File: src/logic/pfm_pkg.sv
// Constants and types for the port framing mode configuration block
package pfm_pkg;

  // ==========================================================================
  // Sizes
  localparam int PFM_NPORTS = 4;
  localparam int PFM_ADDR_W = 13;
  localparam int PFM_REG_W = 16;

  // ==========================================================================
  // Register indexes within one port (byte address is four times the index)
  localparam logic [8:0] PFM_IDX_CR2 = 9'h042;
  localparam logic [8:0] PFM_IDX_CR3 = 9'h044;
  localparam logic [8:0] PFM_IDX_LC = 9'h04c;
  localparam logic [8:0] PFM_IDX_ST = 9'h04e;
  localparam int PFM_PORT_LSB = 9;

  // ==========================================================================
  // Framing and processing control fields
  localparam int PFM_CR2_LM = 10;
  localparam int PFM_CR2_CDD = 7;
  localparam int PFM_CR2_CPS = 6;
  localparam int PFM_CR2_FM_HI = 5;
  localparam logic [15:0] PFM_CR2_MASK = 16'h04ff;

  // ==========================================================================
  // Pin and reference control fields
  localparam int PFM_CR3_RXCLK = 13;
  localparam int PFM_CR3_RXFRM = 12;
  localparam int PFM_CR3_RXFPE = 11;
  localparam int PFM_CR3_TXCLK = 10;
  localparam int PFM_CR3_TXFRM = 9;
  localparam int PFM_CR3_TXFPE = 8;
  localparam int PFM_CR3_REF_HI = 7;
  localparam int PFM_CR3_REF_LO = 6;
  localparam int PFM_CR3_REFLOC = 5;
  localparam logic [15:0] PFM_CR3_MASK = 16'h3fe0;

  // ==========================================================================
  // Line code control fields
  localparam int PFM_LC_TXZSD = 0;
  localparam int PFM_LC_RXZSD = 1;
  localparam logic [15:0] PFM_LC_MASK = 16'h0003;

  // ==========================================================================
  // Reset values
  localparam logic [15:0] PFM_RST = 16'h0000;

  // ==========================================================================
  // Decoded modes
  typedef enum logic [2:0] {
    PFM_FAM_CBIT, PFM_FAM_M23, PFM_FAM_G751, PFM_FAM_G832,
    PFM_FAM_CC_DS3, PFM_FAM_CC_STS1, PFM_FAM_CC_E3
  } pfm_family_t;

  typedef enum logic [2:0] {
    PFM_VAR_PLAIN, PFM_VAR_OHM, PFM_VAR_INT_FRAC, PFM_VAR_EXT_FRAC,
    PFM_VAR_PLCP, PFM_VAR_PLCP_OHM, PFM_VAR_FLEX_FRAC, PFM_VAR_OHM_OCTET
  } pfm_variant_t;

  typedef enum logic [1:0] {PFM_LC_ZS, PFM_LC_AMI, PFM_LC_UNI} pfm_lcode_t;

  typedef enum logic [1:0] {
    PFM_CLK_LOW, PFM_CLK_GAPPED, PFM_CLK_PLCP_OH, PFM_CLK_OUT
  } pfm_clkfn_t;

endpackage : pfm_pkg

File: src/logic/pfm_config.sv
// Port framing mode configuration: APB register bank, decode and 8 kHz reference select
//
// Overview of operation
// - Line-mode bit forces unipolar coding; else zero-suppress disable picks B3ZS/HDB3 or AMI.
// - In PLCP modes bit 7 places cell delineation in cell processor or PLCP framer.
// - Non-PLCP cell modes always delineate in the cell processor.
// - Packet bus mode without PLCP: bit 6 picks packets (0) or cells (1).
// - Packet bus mode with PLCP always processes cells, ignoring bit 6.
// - Framing mode field bits 5..0 picks framing; reset gives DS3 C-bit.
// - DS3 C-bit codes 000000..000110 give the seven framing variants.
// - Codes 001000..001110 give DS3 M23 with the same seven variants.
// - Codes 010000..010110 give E3 G.751 with the same seven variants.
// - Codes 011000..011110 give E3 G.832; 011100 and 011101 are reserved.
// - Leading 1 gives clear channel DS3, STS-1 or E3 with plain/mask/octet.
// - Overhead-mask modes are unipolar only; PLCP modes carry cells only.
// - Bit 13 picks receive clock output or gapped/overhead/low function.
// - Bit 12 picks receive data-enable (0) or start-of-frame (1).
// - Bit 11 enables the receive PLCP/fractional port pins.
// - Bit 10 picks transmit clock output or gapped/overhead/low function.
// - Bit 9 picks transmit data-enable (0) or start-of-frame (1).
// - Bit 8 enables the transmit PLCP/fractional port pins.
// - Bits 7..6 choose this port's 8 kHz reference, usable globally.
// - Reference code 0X is PLCP 8 kHz, 10 line clock, 11 framer clock.
// - Bit 5 feeds trailer and timer from global (0) or port (1) reference.
//
// Chosen here: the APB interface to the registers.
`timescale 1ns/1ns
module pfm_config import pfm_pkg::*; #(
  parameter int NPORTS = PFM_NPORTS
) (
  // Clock and reset
  input wire logic pclk,
  input wire logic presetn,
  // APB slave
  input wire logic psel,
  input wire logic penable,
  input wire logic pwrite,
  input wire logic [PFM_ADDR_W-1:0] paddr,
  input wire logic [31:0] pwdata,
  input wire logic [3:0] pstrb,
  output logic [31:0] prdata,
  output logic pready,
  output logic pslverr,
  // System bus mode
  input wire logic packet_bus_mode,
  // 8 kHz reference sources
  input wire logic [NPORTS-1:0] rx_plcp_8k,
  input wire logic [NPORTS-1:0] rx_line_clk,
  input wire logic [NPORTS-1:0] tx_framer_clk,
  input wire logic global_ref_8k,
  // Framing and processing, per port
  output pfm_family_t [NPORTS-1:0] framing_family,
  output pfm_variant_t [NPORTS-1:0] framing_variant,
  output logic [NPORTS-1:0] mode_valid,
  output pfm_lcode_t [NPORTS-1:0] tx_line_code,
  output pfm_lcode_t [NPORTS-1:0] rx_line_code,
  output logic [NPORTS-1:0] plcp_mode,
  output logic [NPORTS-1:0] delineate_in_plcp,
  output logic [NPORTS-1:0] cell_processing,
  // Pin functions, per port
  output pfm_clkfn_t [NPORTS-1:0] rx_clk_pin_fn,
  output logic [NPORTS-1:0] rx_frame_pin_sof,
  output logic [NPORTS-1:0] rx_frac_port_en,
  output pfm_clkfn_t [NPORTS-1:0] tx_clk_pin_fn,
  output logic [NPORTS-1:0] tx_frame_pin_sof,
  output logic [NPORTS-1:0] tx_frac_port_en,
  // 8 kHz references, per port
  output logic [NPORTS-1:0] port_ref_8k,
  output logic [NPORTS-1:0] timer_ref_8k
);

  // ==========================================================================
  // State
  localparam int SW = 3 * NPORTS + 1;

  typedef struct packed {
    logic [NPORTS-1:0][15:0] cr2;
    logic [NPORTS-1:0][15:0] cr3;
    logic [NPORTS-1:0][15:0] lc;
    pfm_family_t [NPORTS-1:0] family;
    pfm_variant_t [NPORTS-1:0] variant;
    logic [NPORTS-1:0] valid;
    pfm_lcode_t [NPORTS-1:0] tx_lc;
    pfm_lcode_t [NPORTS-1:0] rx_lc;
    logic [NPORTS-1:0] plcp;
    logic [NPORTS-1:0] delin;
    logic [NPORTS-1:0] cellp;
    pfm_clkfn_t [NPORTS-1:0] rx_clk;
    logic [NPORTS-1:0] rx_sof;
    logic [NPORTS-1:0] rx_fpe;
    pfm_clkfn_t [NPORTS-1:0] tx_clk;
    logic [NPORTS-1:0] tx_sof;
    logic [NPORTS-1:0] tx_fpe;
    logic [SW-1:0] s1;
    logic [SW-1:0] s2;
    logic [NPORTS-1:0] pref;
    logic [NPORTS-1:0] tref;
    logic rdy;
    logic err;
    logic [31:0] rdata;
  } pfm_state_t;

  pfm_state_t st_q;
  pfm_state_t st_d;

  // ==========================================================================
  // Decoders
  pfm_family_t [NPORTS-1:0] dec_fam;
  pfm_variant_t [NPORTS-1:0] dec_var;
  logic [NPORTS-1:0] dec_valid;
  pfm_lcode_t [NPORTS-1:0] dec_txlc;
  pfm_lcode_t [NPORTS-1:0] dec_rxlc;
  logic [NPORTS-1:0] dec_plcp;
  logic [NPORTS-1:0] dec_delin;
  logic [NPORTS-1:0] dec_cellp;
  pfm_clkfn_t [NPORTS-1:0] dec_rxclk;
  pfm_clkfn_t [NPORTS-1:0] dec_txclk;

  for (genvar gp = 0; gp < NPORTS; gp++) begin : g_dec
    pfm_decode u_dec (
      .cr2(st_q.cr2[gp]),
      .cr3(st_q.cr3[gp]),
      .lc(st_q.lc[gp]),
      .packet_bus_mode(packet_bus_mode),
      .family(dec_fam[gp]),
      .variant(dec_var[gp]),
      .valid(dec_valid[gp]),
      .tx_lc(dec_txlc[gp]),
      .rx_lc(dec_rxlc[gp]),
      .plcp(dec_plcp[gp]),
      .delin_plcp(dec_delin[gp]),
      .cell_proc(dec_cellp[gp]),
      .rx_clk(dec_rxclk[gp]),
      .tx_clk(dec_txclk[gp])
    );
  end

  // ==========================================================================
  // Address decode
  logic [10:0] idx;
  logic [1:0] aport;
  logic [8:0] aoff;
  logic hit;
  logic setup;
  logic wr_now;

  assign idx = paddr[PFM_ADDR_W-1:2];
  assign aport = idx[10:PFM_PORT_LSB];
  assign aoff = idx[PFM_PORT_LSB-1:0];
  assign hit = (paddr[1:0] == 2'h0) && (int'(aport) < NPORTS)
               && (aoff inside {PFM_IDX_CR2, PFM_IDX_CR3, PFM_IDX_LC, PFM_IDX_ST});
  assign setup = psel && !penable;
  // Write lands on the completing edge only
  assign wr_now = psel && penable && st_q.rdy && pwrite && hit;

  function automatic logic [15:0] merge(input logic [15:0] old, input logic [31:0] wd,
                                        input logic [3:0] be, input logic [15:0] mask);
    logic [15:0] nv;
    nv = old;
    if (be[0]) begin
      nv[7:0] = wd[7:0];
    end
    if (be[1]) begin
      nv[15:8] = wd[15:8];
    end
    return nv & mask;
  endfunction : merge

  function automatic logic [15:0] status_word(input pfm_state_t s, input int p);
    return {s.tref[p], s.pref[p], s.cellp[p], s.delin[p], s.plcp[p], s.rx_lc[p],
            s.tx_lc[p], s.valid[p], s.variant[p], s.family[p]};
  endfunction : status_word

  // ==========================================================================
  // Next state
  always_comb begin
    logic [15:0] rw;
    logic ps;
    rw = PFM_RST;
    ps = 1'h0;
    st_d = st_q;
    st_d.s1 = {global_ref_8k, tx_framer_clk, rx_line_clk, rx_plcp_8k};
    st_d.s2 = st_q.s1;
    // Zero wait state: ready in the first access cycle
    st_d.rdy = setup;
    st_d.err = setup && !hit;
    if (setup) begin
      case (aoff)
        PFM_IDX_CR2: rw = st_q.cr2[aport];
        PFM_IDX_CR3: rw = st_q.cr3[aport];
        PFM_IDX_LC: rw = st_q.lc[aport];
        PFM_IDX_ST: rw = status_word(st_q, int'(aport));
        default: rw = PFM_RST;
      endcase
      st_d.rdata = hit ? {16'h0000, rw} : 32'h0000_0000;
    end
    if (wr_now) begin
      case (aoff)
        PFM_IDX_CR2: st_d.cr2[aport] = merge(st_q.cr2[aport], pwdata, pstrb, PFM_CR2_MASK);
        PFM_IDX_CR3: st_d.cr3[aport] = merge(st_q.cr3[aport], pwdata, pstrb, PFM_CR3_MASK);
        PFM_IDX_LC: st_d.lc[aport] = merge(st_q.lc[aport], pwdata, pstrb, PFM_LC_MASK);
        default: st_d.lc = st_q.lc;
      endcase
    end
    for (int p = 0; p < NPORTS; p++) begin
      st_d.family[p] = dec_fam[p];
      st_d.variant[p] = dec_var[p];
      st_d.valid[p] = dec_valid[p];
      st_d.tx_lc[p] = dec_txlc[p];
      st_d.rx_lc[p] = dec_rxlc[p];
      st_d.plcp[p] = dec_plcp[p];
      st_d.delin[p] = dec_delin[p];
      st_d.cellp[p] = dec_cellp[p];
      st_d.rx_clk[p] = dec_rxclk[p];
      st_d.rx_sof[p] = st_q.cr3[p][PFM_CR3_RXFRM];
      st_d.rx_fpe[p] = st_q.cr3[p][PFM_CR3_RXFPE];
      st_d.tx_clk[p] = dec_txclk[p];
      st_d.tx_sof[p] = st_q.cr3[p][PFM_CR3_TXFRM];
      st_d.tx_fpe[p] = st_q.cr3[p][PFM_CR3_TXFPE];
      // Port reference from synchronised sources
      if (!st_q.cr3[p][PFM_CR3_REF_HI]) begin
        ps = st_q.s2[p];
      end else if (!st_q.cr3[p][PFM_CR3_REF_LO]) begin
        ps = st_q.s2[NPORTS + p];
      end else begin
        ps = st_q.s2[2 * NPORTS + p];
      end
      st_d.pref[p] = ps;
      st_d.tref[p] = st_q.cr3[p][PFM_CR3_REFLOC] ? ps : st_q.s2[3 * NPORTS];
    end
  end

  always_ff @(posedge pclk or negedge presetn) begin
    if (!presetn) begin
      st_q <= '0;
    end else begin
      st_q <= st_d;
    end
  end

  // ==========================================================================
  // Outputs
  assign prdata = st_q.rdata;
  assign pready = st_q.rdy;
  assign pslverr = st_q.err;
  assign framing_family = st_q.family;
  assign framing_variant = st_q.variant;
  assign mode_valid = st_q.valid;
  assign tx_line_code = st_q.tx_lc;
  assign rx_line_code = st_q.rx_lc;
  assign plcp_mode = st_q.plcp;
  assign delineate_in_plcp = st_q.delin;
  assign cell_processing = st_q.cellp;
  assign rx_clk_pin_fn = st_q.rx_clk;
  assign rx_frame_pin_sof = st_q.rx_sof;
  assign rx_frac_port_en = st_q.rx_fpe;
  assign tx_clk_pin_fn = st_q.tx_clk;
  assign tx_frame_pin_sof = st_q.tx_sof;
  assign tx_frac_port_en = st_q.tx_fpe;
  assign port_ref_8k = st_q.pref;
  assign timer_ref_8k = st_q.tref;

  localparam logic [PFM_ADDR_W-1:0] CR3_P0 = {2'h0, PFM_IDX_CR3, 2'h0};
endmodule : pfm_config

File: src/logic/pfm_decode.sv
// Per-port decoder from control words to framing and pin functions
`timescale 1ns/1ns
module pfm_decode import pfm_pkg::*; (
  // Control words
  input wire logic [15:0] cr2,
  input wire logic [15:0] cr3,
  input wire logic [15:0] lc,
  // System bus mode
  input wire logic packet_bus_mode,
  // Decoded
  output pfm_family_t family,
  output pfm_variant_t variant,
  output logic valid,
  output pfm_lcode_t tx_lc,
  output pfm_lcode_t rx_lc,
  output logic plcp,
  output logic delin_plcp,
  output logic cell_proc,
  output pfm_clkfn_t rx_clk,
  output pfm_clkfn_t tx_clk
);

  logic [5:0] fm;
  logic overhead_mask;
  logic frac;

  function automatic pfm_lcode_t line_code(input logic lm, input logic om, input logic zsd);
    if (lm || om) begin
      return PFM_LC_UNI;
    end
    return zsd ? PFM_LC_AMI : PFM_LC_ZS;
  endfunction : line_code

  function automatic pfm_clkfn_t clk_fn(input logic sel, input logic fpe, input logic pl,
                                        input logic fr);
    if (sel) begin
      return PFM_CLK_OUT;
    end
    if (fpe && pl) begin
      return PFM_CLK_PLCP_OH;
    end
    if (fpe && fr) begin
      return PFM_CLK_GAPPED;
    end
    return PFM_CLK_LOW;
  endfunction : clk_fn

  assign fm = cr2[PFM_CR2_FM_HI:0];

  always_comb begin
    family = PFM_FAM_CBIT;
    variant = PFM_VAR_PLAIN;
    valid = 1'h1;
    if (!fm[5]) begin
      family = pfm_family_t'({1'h0, fm[4:3]});
      case (fm[2:0])
        3'h0: variant = PFM_VAR_PLAIN;
        3'h1: variant = PFM_VAR_OHM;
        3'h2: variant = PFM_VAR_INT_FRAC;
        3'h3: variant = PFM_VAR_EXT_FRAC;
        3'h4: variant = PFM_VAR_PLCP;
        3'h5: variant = PFM_VAR_PLCP_OHM;
        3'h6: variant = PFM_VAR_FLEX_FRAC;
        default: valid = 1'h0;
      endcase
      if (fm[4:3] == 2'h3 && fm[2:1] == 2'h2) begin
        valid = 1'h0;
      end
    end else begin
      if (fm[4]) begin
        family = PFM_FAM_CC_E3;
      end else if (fm[3]) begin
        family = PFM_FAM_CC_STS1;
      end else begin
        family = PFM_FAM_CC_DS3;
      end
      case (fm[1:0])
        2'h1: variant = PFM_VAR_OHM;
        2'h3: variant = PFM_VAR_OHM_OCTET;
        default: variant = PFM_VAR_PLAIN;
      endcase
      if (fm[2]) begin
        valid = 1'h0;
      end
    end
  end

  assign overhead_mask = valid && (variant inside {PFM_VAR_OHM, PFM_VAR_PLCP_OHM, PFM_VAR_OHM_OCTET});
  assign plcp = valid && !fm[5] && (variant inside {PFM_VAR_PLCP, PFM_VAR_PLCP_OHM});
  assign frac = valid && (variant inside {PFM_VAR_INT_FRAC, PFM_VAR_EXT_FRAC,
                                          PFM_VAR_FLEX_FRAC});
  // Overhead-mask modes are unipolar only
  assign tx_lc = line_code(cr2[PFM_CR2_LM], overhead_mask, lc[PFM_LC_TXZSD]);
  assign rx_lc = line_code(cr2[PFM_CR2_LM], overhead_mask, lc[PFM_LC_RXZSD]);
  assign delin_plcp = plcp && cr2[PFM_CR2_CDD];
  // Cells outside the packet-capable bus mode, in PLCP modes, or when bit 6 selects cells
  assign cell_proc = plcp || !packet_bus_mode || cr2[PFM_CR2_CPS];
  assign rx_clk = clk_fn(cr3[PFM_CR3_RXCLK], cr3[PFM_CR3_RXFPE], plcp, frac);
  assign tx_clk = clk_fn(cr3[PFM_CR3_TXCLK], cr3[PFM_CR3_TXFPE], plcp, frac);

endmodule : pfm_decode

File: config.mk
export PLATFORM = sky130hd
export DESIGN_NAME = pfm_config
export DESIGN_NICKNAME = d
export VERILOG_FILES = /design/src/logic/pfm_pkg.sv /design/src/logic/pfm_config.sv /design/src/logic/pfm_decode.sv
export SDC_FILE = /design/constraint.sdc
export NUM_CORES = 1
export LEC_CHECK = 0
export ABC_CLOCK_PERIOD_IN_PS = 2720
export BUFFER_PORTS_ARGS = -buffer_cell sky130_fd_sc_hd__buf_2
export CORE_UTILIZATION = 59
export CTS_CLUSTER_SIZE = 24
export DETAILED_ROUTE_END_ITERATION = 10
export HOLD_SLACK_MARGIN = 0.1
export PLACE_DENSITY = 0.85
export SETUP_SLACK_MARGIN = 0.4
export SLEW_MARGIN = 40
export SYNTH_ARGS = -nofsm -noshare
export SYNTH_HDL_FRONTEND = slang
export SYNTH_SLANG_ARGS = --single-unit
File: constraint.sdc
create_clock -name pclk -period 2.72 [get_ports pclk]
set_input_delay 0.408 -clock pclk [delete_from_list [all_inputs] [get_ports pclk]]
set_output_delay 0.408 -clock pclk [all_outputs]
set_load 0.1 [all_outputs]
==> impl_metrics.ini, run 1 <==
[setup_path]
worst-path-buf-inv = 2
path_depth = 6
worst-r2r-cell-count = 5
crit_start = paddr[2]
critPathTopFamily = simple AND/OR/NAND/NOR gates
r2r_end = st_d[68]
worstSetupEndpoint = st_d[68]
critical_path.reg2reg.startpoint = pready
ff2ff_setup_slack_ps = 570
start_kind = input pin
cp-end-kind = flop
slowest_stage_delay_cp_ps = 560
timing.setup.critical_path_class = in -> reg
arrival_time_of_the_worst_setup_path_ps = 2530
crit_path_max_fanout = 9
worstPathCellList = buf_2 -> or4_4 -> nor4_4 -> buf_4 -> nand3_2 -> mux2_2
cp_data_required_time_ps = 3090
cpMaxStageDelayCell = or4_4

[sta]
final_period_minus_worst_setup_slack_ps = 2160
timing.final.crit_share_pct = 79.4
worst_slew_pin_slew_ps = 829
unrepaired_setup_endpoints_after_global_routing = false
fin_worst_skew_ps = 16.2
finalSetupViolCount = 0
finalWorstSetupSlack_ps = 561
setup-tns-final_ps = 0
fmax_mhz = 463
finalMaxSlewViolations = 0
slew-limit-headroom_pct = 44.3
final-hold-violation-count = 0

[clock_network]
clock_insertion_delay_worst_skew_ps = 500
cts_repair_resize_count = 0
clock_sink_count = 216
max-clock-path-buffers = 3
clk_transition_reported_paths_ps = 60
clock_tree.htree_level_count = 1
post-cts-setup-buffer-count = 0
cts-buffers-inserted = 21
cts_tree = yes
clock_tree.root_cell = clkbuf_16
postCtsHoldBufs = 14

[synthesis]
yosysTopAreaCellShare_pct = 54.9
netlist_area_before_placement_mm2 = 0.00985
async_reset_ff_share_pct = 100
syn_avg_cell_area_um2 = 12.9
synth_sequential_area_ratio_pct = 54.9
synth_cell_types = 46
yosys_warnings = 0
synth_area_leaders = dfrtp_1 (55%), buf_4 (9.8%), mux2_2 (9.8%), mux4_2 (7.5%), o21ai_0 (1.5%)
post-synth-top-count-cell = dfrtp_1
dominantRegCellSynth = dfrtp_1
yosys_register_bits = 216
netlist_top_cells_count = dfrtp_1 (216), buf_4 (129), mux2_2 (86)
netlist.top_cell.by_area = dfrtp_1
synth_enable_flop_cells = 0
syn-instance-count = 761

[finish]
area_growth_syn_to_layout_pct = 11.6
final_net_count = 906
drive_gt1_share_pct = 42.1
post_layout_nonfiller_instances = 1069

[routing]
per_cell_routed_wire_length_um = 21.7
first_pass_iters = 5
drc = 0
routed-via-count = 6193
vias_per_cell = 5.79
first_iter_violations = 414
final_antenna_net_count = 0
drt-total-wl_mm = 23.2

[floorplanning]
ioPinCount = 198
die_y_um = 131
die_area_mm2 = 0.0172
floorplan.initialDensity_pct = 61.1
core_outline_area_mm2 = 0.0161
num_rows = 46
die_w_um = 131

[hold_path]
timing.hold.worst.class = in -> reg

[global_routing]
grt-ovfl-total = 0
number_of_antenna_violations_at_the_first_check_in_global_routing = 1
grt_first_pass_wirelength_mm = 36.2
first_global_vias = 6350
maximum_number_of_pins_on_one_net_before_global_route_repair = 85
gr-usage-all-layers_pct = 27.6

[power]
pwr_density_cell_mw_per_mm2 = 625
report.power.total_w = 0.00686
irDropWorstVdd_v = 0.000430
p_leak_nw = 5.70

[place]
dpl.cell_count = 1017
hpwl_after_detailed_placement_mm = 15.9
place.gp.congestion = 0.886
port_buffers = 161
detailedPlace.worstSlack_ps = 105

[flow_run]
cap_violations = 0

[status]
outcome = completed
## area by class of cell
type / count / area (um^2)
fillers: 1112 / 5130
well taps: 216 / 270
clock inverters: 10 / 150
clock buffers: 27 / 598
multi-input cells: 376 / 3320
flip-flops and latches: 216 / 5410
repair buffers: 194 / 1130
diodes: 1 / 2.50
inverters: 29 / 109
## how the worst min path moves through the flow
stage	start	endpoint	slack (ps)	cells after the start
3_3_place_gp	st_d[42]	st_q[42]	330	0
4_1_cts	paddr[4]	prdata[8]	220	3
2_1_floorplan	presetn	cell_processing[0]	110	0
3_5_place_dp	st_d[44]	st_q[44]	330	0
5_1_grt	paddr[4]	prdata[8]	230	3
6_report	paddr[4]	prdata[8]	230	3
## cells in the final DEF (no fill, tap or decap), types with 6 or more instances in the layout
cell             n
nand2_1         33
a21oi_1         21
nor2b_1          6
mux2i_1          7
a21o_1          17
a31oi_1          6
mux2_2          86
clkinv_2         6
dlygate4sd3_1   14
a22oi_1         13
clkbuf_8         6
nor2_1          14
o21ai_0         30
inv_1           29
conb_1          16
buf_4           16
mux4_2          33
a21boi_0         6
nand3_2          6
nor3_1           6
nand2b_1         9
clkbuf_16       21
mux2_1           7
nand3_1          8
and2_1          16
buf_2          160
dfrtp_1        215
## logic make-up (layout without fill, tap and decap cells)
logic type / Yosys count / count (layout) / synth area share (%)
AO/OA/AOI/OAI: 109 / 109 / 7.11
buffers and inverters: 184 / 260 / 12.0
flip-flops: 216 / 216 / 54.9
multiplexers: 133 / 133 / 18.9
other: 1 / 17 / 0.0381
AND/OR/NAND/NOR: 118 / 118 / 7.05
## flip-flops by register name, indices dropped and copies added (netlist names), 4 cells and up
register           flops
tx_frame_pin_sof       4
timer_ref_8k           4
tx_clk_pin_fn          8
plcp_mode              4
rx_line_code           4
st_d                  29
rx_frame_pin_sof       4
framing_family        12
tx_frac_port_en        4
port_ref_8k            4
framing_variant       12
delineate_in_plcp      4
rx_clk_pin_fn          8
tx_line_code           8
rx_frac_port_en        4
cell_processing        4
mode_valid             4
st_q                  77
prdata                16
## worst min-delay path: cells and delay by family
| family | cells | cell delay (ps) |
|---|---|---|
| AOI/OAI and AO/OA | 1 | 70 |
| buffers and inverters | 1 | 140 |
| and+or+nand+nor | 1 | 60 |
## through the flow
step                      cell area [um^2]  util, %  hold WS (ps)
after global placement               10100     62.6           334
after CTS                            11000     68.2           221
after global routing                 11000     68.2           230
after floorplan                       9910        -           112
after detailed placement             10100     62.6           335
final                                11000     68.2           231
## where the power goes
group	internal (W)	switching [W]
Sequential	0.00324	0.0000137
Combinational	0.000115	0.000363
Clock	0.00193	0.00120
Total	0.00528	0.00158
## per-layer routing
| layer | vias to the layer above | global-route usage (%) | share of wire, % |
|---|---|---|---|
| met5 | - | 0 | 0.056 |
| met4 | 2 | 11.2 | 3.7 |
| met3 | 63 | 4.67 | 7.6 |
| met2 | 313 | 46.0 | 50 |
| met1 | 3133 | 36.1 | 39 |
| li1 | 2682 | - | - |
Note: power is estimated with default switching activity, not from simulation.
==> run 2, diff against run 1 <==
--- a/config.mk
+++ b/config.mk
@@ -5,13 +5,13 @@
 export SDC_FILE = /design/constraint.sdc
 export NUM_CORES = 1
 export LEC_CHECK = 0
-export ABC_CLOCK_PERIOD_IN_PS = 2720
+export ABC_CLOCK_PERIOD_IN_PS = 2200
 export BUFFER_PORTS_ARGS = -buffer_cell sky130_fd_sc_hd__buf_2
-export CORE_UTILIZATION = 59
+export CORE_UTILIZATION = 55
 export CTS_CLUSTER_SIZE = 24
 export DETAILED_ROUTE_END_ITERATION = 10
 export HOLD_SLACK_MARGIN = 0.1
-export PLACE_DENSITY = 0.85
+export PLACE_DENSITY = 0.8
 export SETUP_SLACK_MARGIN = 0.4
 export SLEW_MARGIN = 40
 export SYNTH_ARGS = -nofsm -noshare
==> constraint.sdc (replaced) <==
create_clock -name pclk -period 2.2 [get_ports pclk]
set_input_delay 0.33 -clock pclk [delete_from_list [all_inputs] [get_ports pclk]]
set_output_delay 0.33 -clock pclk [all_outputs]
set_load 0.1 [all_outputs]
==> run 2 against run 1 <==
- non-clock buffer count increased by 18
- wire length fell by 1.4%
- critical path depth is 5 lower
- register-to-register slack worse by 80 ps
- design area up 2.2%
- sequential share of layout area decreased by 1.1 points
- first-iteration DRC count up 13%
- utilization down 3.7 points
- clock-buffer cell count up 6
- worst setup slack got worse by 77 ps
- highest routed layer is now met4
==> impl_metrics.ini, run 2 (same netlist as run 1, synthesis figures left out) <==
[global_routing]
first_global_vias = 6405
grt-ovfl-total = 0
top_usage_layer = met2
number_of_antenna_violations_at_the_first_check_in_global_routing = 0
maximum_number_of_pins_on_one_net_before_global_route_repair = 77
gr-usage-all-layers_pct = 25.9
grt_first_pass_wirelength_mm = 35.7
grtUsageMet1_pct = 34.9
gr-usage-met2_pct = 42.3
gr-usage-met3_pct = 3.77

[hold_path]
min_delay_path_depth = 2
timing.hold.worst.class = in -> reg

[routing]
routed-via-count = 6260
first_iter_violations = 467
final_antenna_net_count = 0
vias_per_cell = 5.70
drt-total-wl_mm = 22.8
per_cell_routed_wire_length_um = 20.8
drc = 0
first_pass_iters = 4

[sta]
timing.final.crit_share_pct = 78.0
fmax_mhz = 582
final-hold-violation-count = 0
slew-limit-headroom_pct = 59.5
unrepaired_setup_endpoints_after_global_routing = false
finalSetupViolCount = 0
finalMaxSlewViolations = 0
worst_slew_pin_slew_ps = 601
fin_worst_skew_ps = 23.4
final_period_minus_worst_setup_slack_ps = 1720

[finish]
antenna-diode-count = 0
most_common_cell_after_layout_fill_and_taps_aside = dfrtp_1
final_net_count = 926
area_growth_syn_to_layout_pct = 14.1
most-common-layout-cells = dfrtp_1 (213), buf_2 (160), mux2_2 (86)
largest-register = st_q
largest_register_ffs = 77
finish.instance_area_mm2 = 0.0112
drive_gt1_share_pct = 43.3

[clock_network]
clk_transition_reported_paths_ps = 60
clock_sink_count = 216
max-clock-path-buffers = 3
clock_insertion_delay_worst_skew_ps = 530
clock_tree.htree_level_count = 1
cts-buffers-inserted = 23
cts_tree = yes
post-cts-setup-buffer-count = 0
clock_tree.root_cell = clkbuf_16

[floorplanning]
die_area_mm2 = 0.0184
num_rows = 48
floorplan.initialDensity_pct = 56.5
core_outline_area_mm2 = 0.0174
ioPinCount = 198
die_y_um = 136
die_w_um = 136

[setup_path]
cpMaxStageDelayCell = buf_2
worst-path-buf-inv = 1
worst-r2r-cell-count = 4
path_depth = 1
arrival_time_of_the_worst_setup_path_ps = 1390
worstPathCellList = buf_2
timing.setup.critical_path_class = reg -> out
cp_data_required_time_ps = 1870
cp-end-kind = output pin
critPathTopFamily = buffers and inverters
slowest_stage_delay_cp_ps = 450
crit_path_max_fanout = 2
start_kind = flop

[power]
report.power.total_w = 0.00828
pwr_density_cell_mw_per_mm2 = 737
irDropWorstVdd_v = 0.000687
p_leak_nw = 5.82

[flow_run]
cap_violations = 0

[status]
outcome = completed

[place]
place.gp.congestion = 0.887
postPlaceCellArea_mm2 = 0.0104
port_buffers = 161
hpwl_after_detailed_placement_mm = 16.2
## run 2: through the flow
| stage | util [%] | setup TNS, ps | hold slack [ps] | setup WS, ps | cells |
|---|---|---|---|---|---|
| after CTS | 64.5 | 0 | 148 | 455 | 1098 |
| after detailed placement | 59.5 | -25.6 | 256 | -12.4 | 1043 |
| after floorplan | - | 0 | 34.4 | 8.39 | 776 |
| after global placement | 59.5 | 0 | 252 | 9.90 | 1043 |
| final | 64.5 | 0 | 155 | 483 | 1098 |
| after global routing | 64.5 | 0 | 150 | 404 | 1098 |
## run 2: path summary, 6_finish.rpt
| kind | slack [ps] | end | start |
|---|---|---|---|
| worst max-delay path | 480 | prdata[6] | prdata[6] |
| worst min-delay path | 160 | cell_processing[0] | packet_bus_mode |
| worst max register to register | 490 | st_q[274] | st_q[274] |
| worst min register to register | 350 | st_q[43] | st_d[43] |
| max in group asynchronous | 1130 | tx_line_code[4] | presetn |
| min in group asynchronous | 290 | st_d[42] | presetn |
## run 2: area by class of cell
| type | count | area (um^2) |
|---|---|---|
| multi-input cells | 376 | 3330 |
| fillers | 1264 | 6180 |
| clock inverters | 7 | 53.8 |
| repair buffers | 212 | 1390 |
| clock buffers | 33 | 663 |
| inverters | 29 | 109 |
| flip-flops and latches | 216 | 5410 |
| well taps | 225 | 282 |
## run 2: layer usage
metal | vias to the layer above | part of all wire [%]
li1 | 2726 | -
met1 | 3184 | 40
met2 | 297 | 50
met3 | 53 | 7.0
met4 | 0 | 3.6
met5 | - | 0
## run 2: timing repair
| action | 4_1_cts | 5_1_grt |
|---|---|---|
| hold buffers | 15 | 0 |
| endpoints found under the setup margin | 0 | 1 |
| hold endpoints to repair | 127 | 0 |
| resized for setup | 0 | 2 |
## run 2: power breakdown
group / total (W) / internal (W) / switching, W
sequential: 0.00403 / 0.00401 / 0.0000167
clock: 0.00365 / 0.00210 / 0.00155
combinational: 0.000603 / 0.000153 / 0.000450
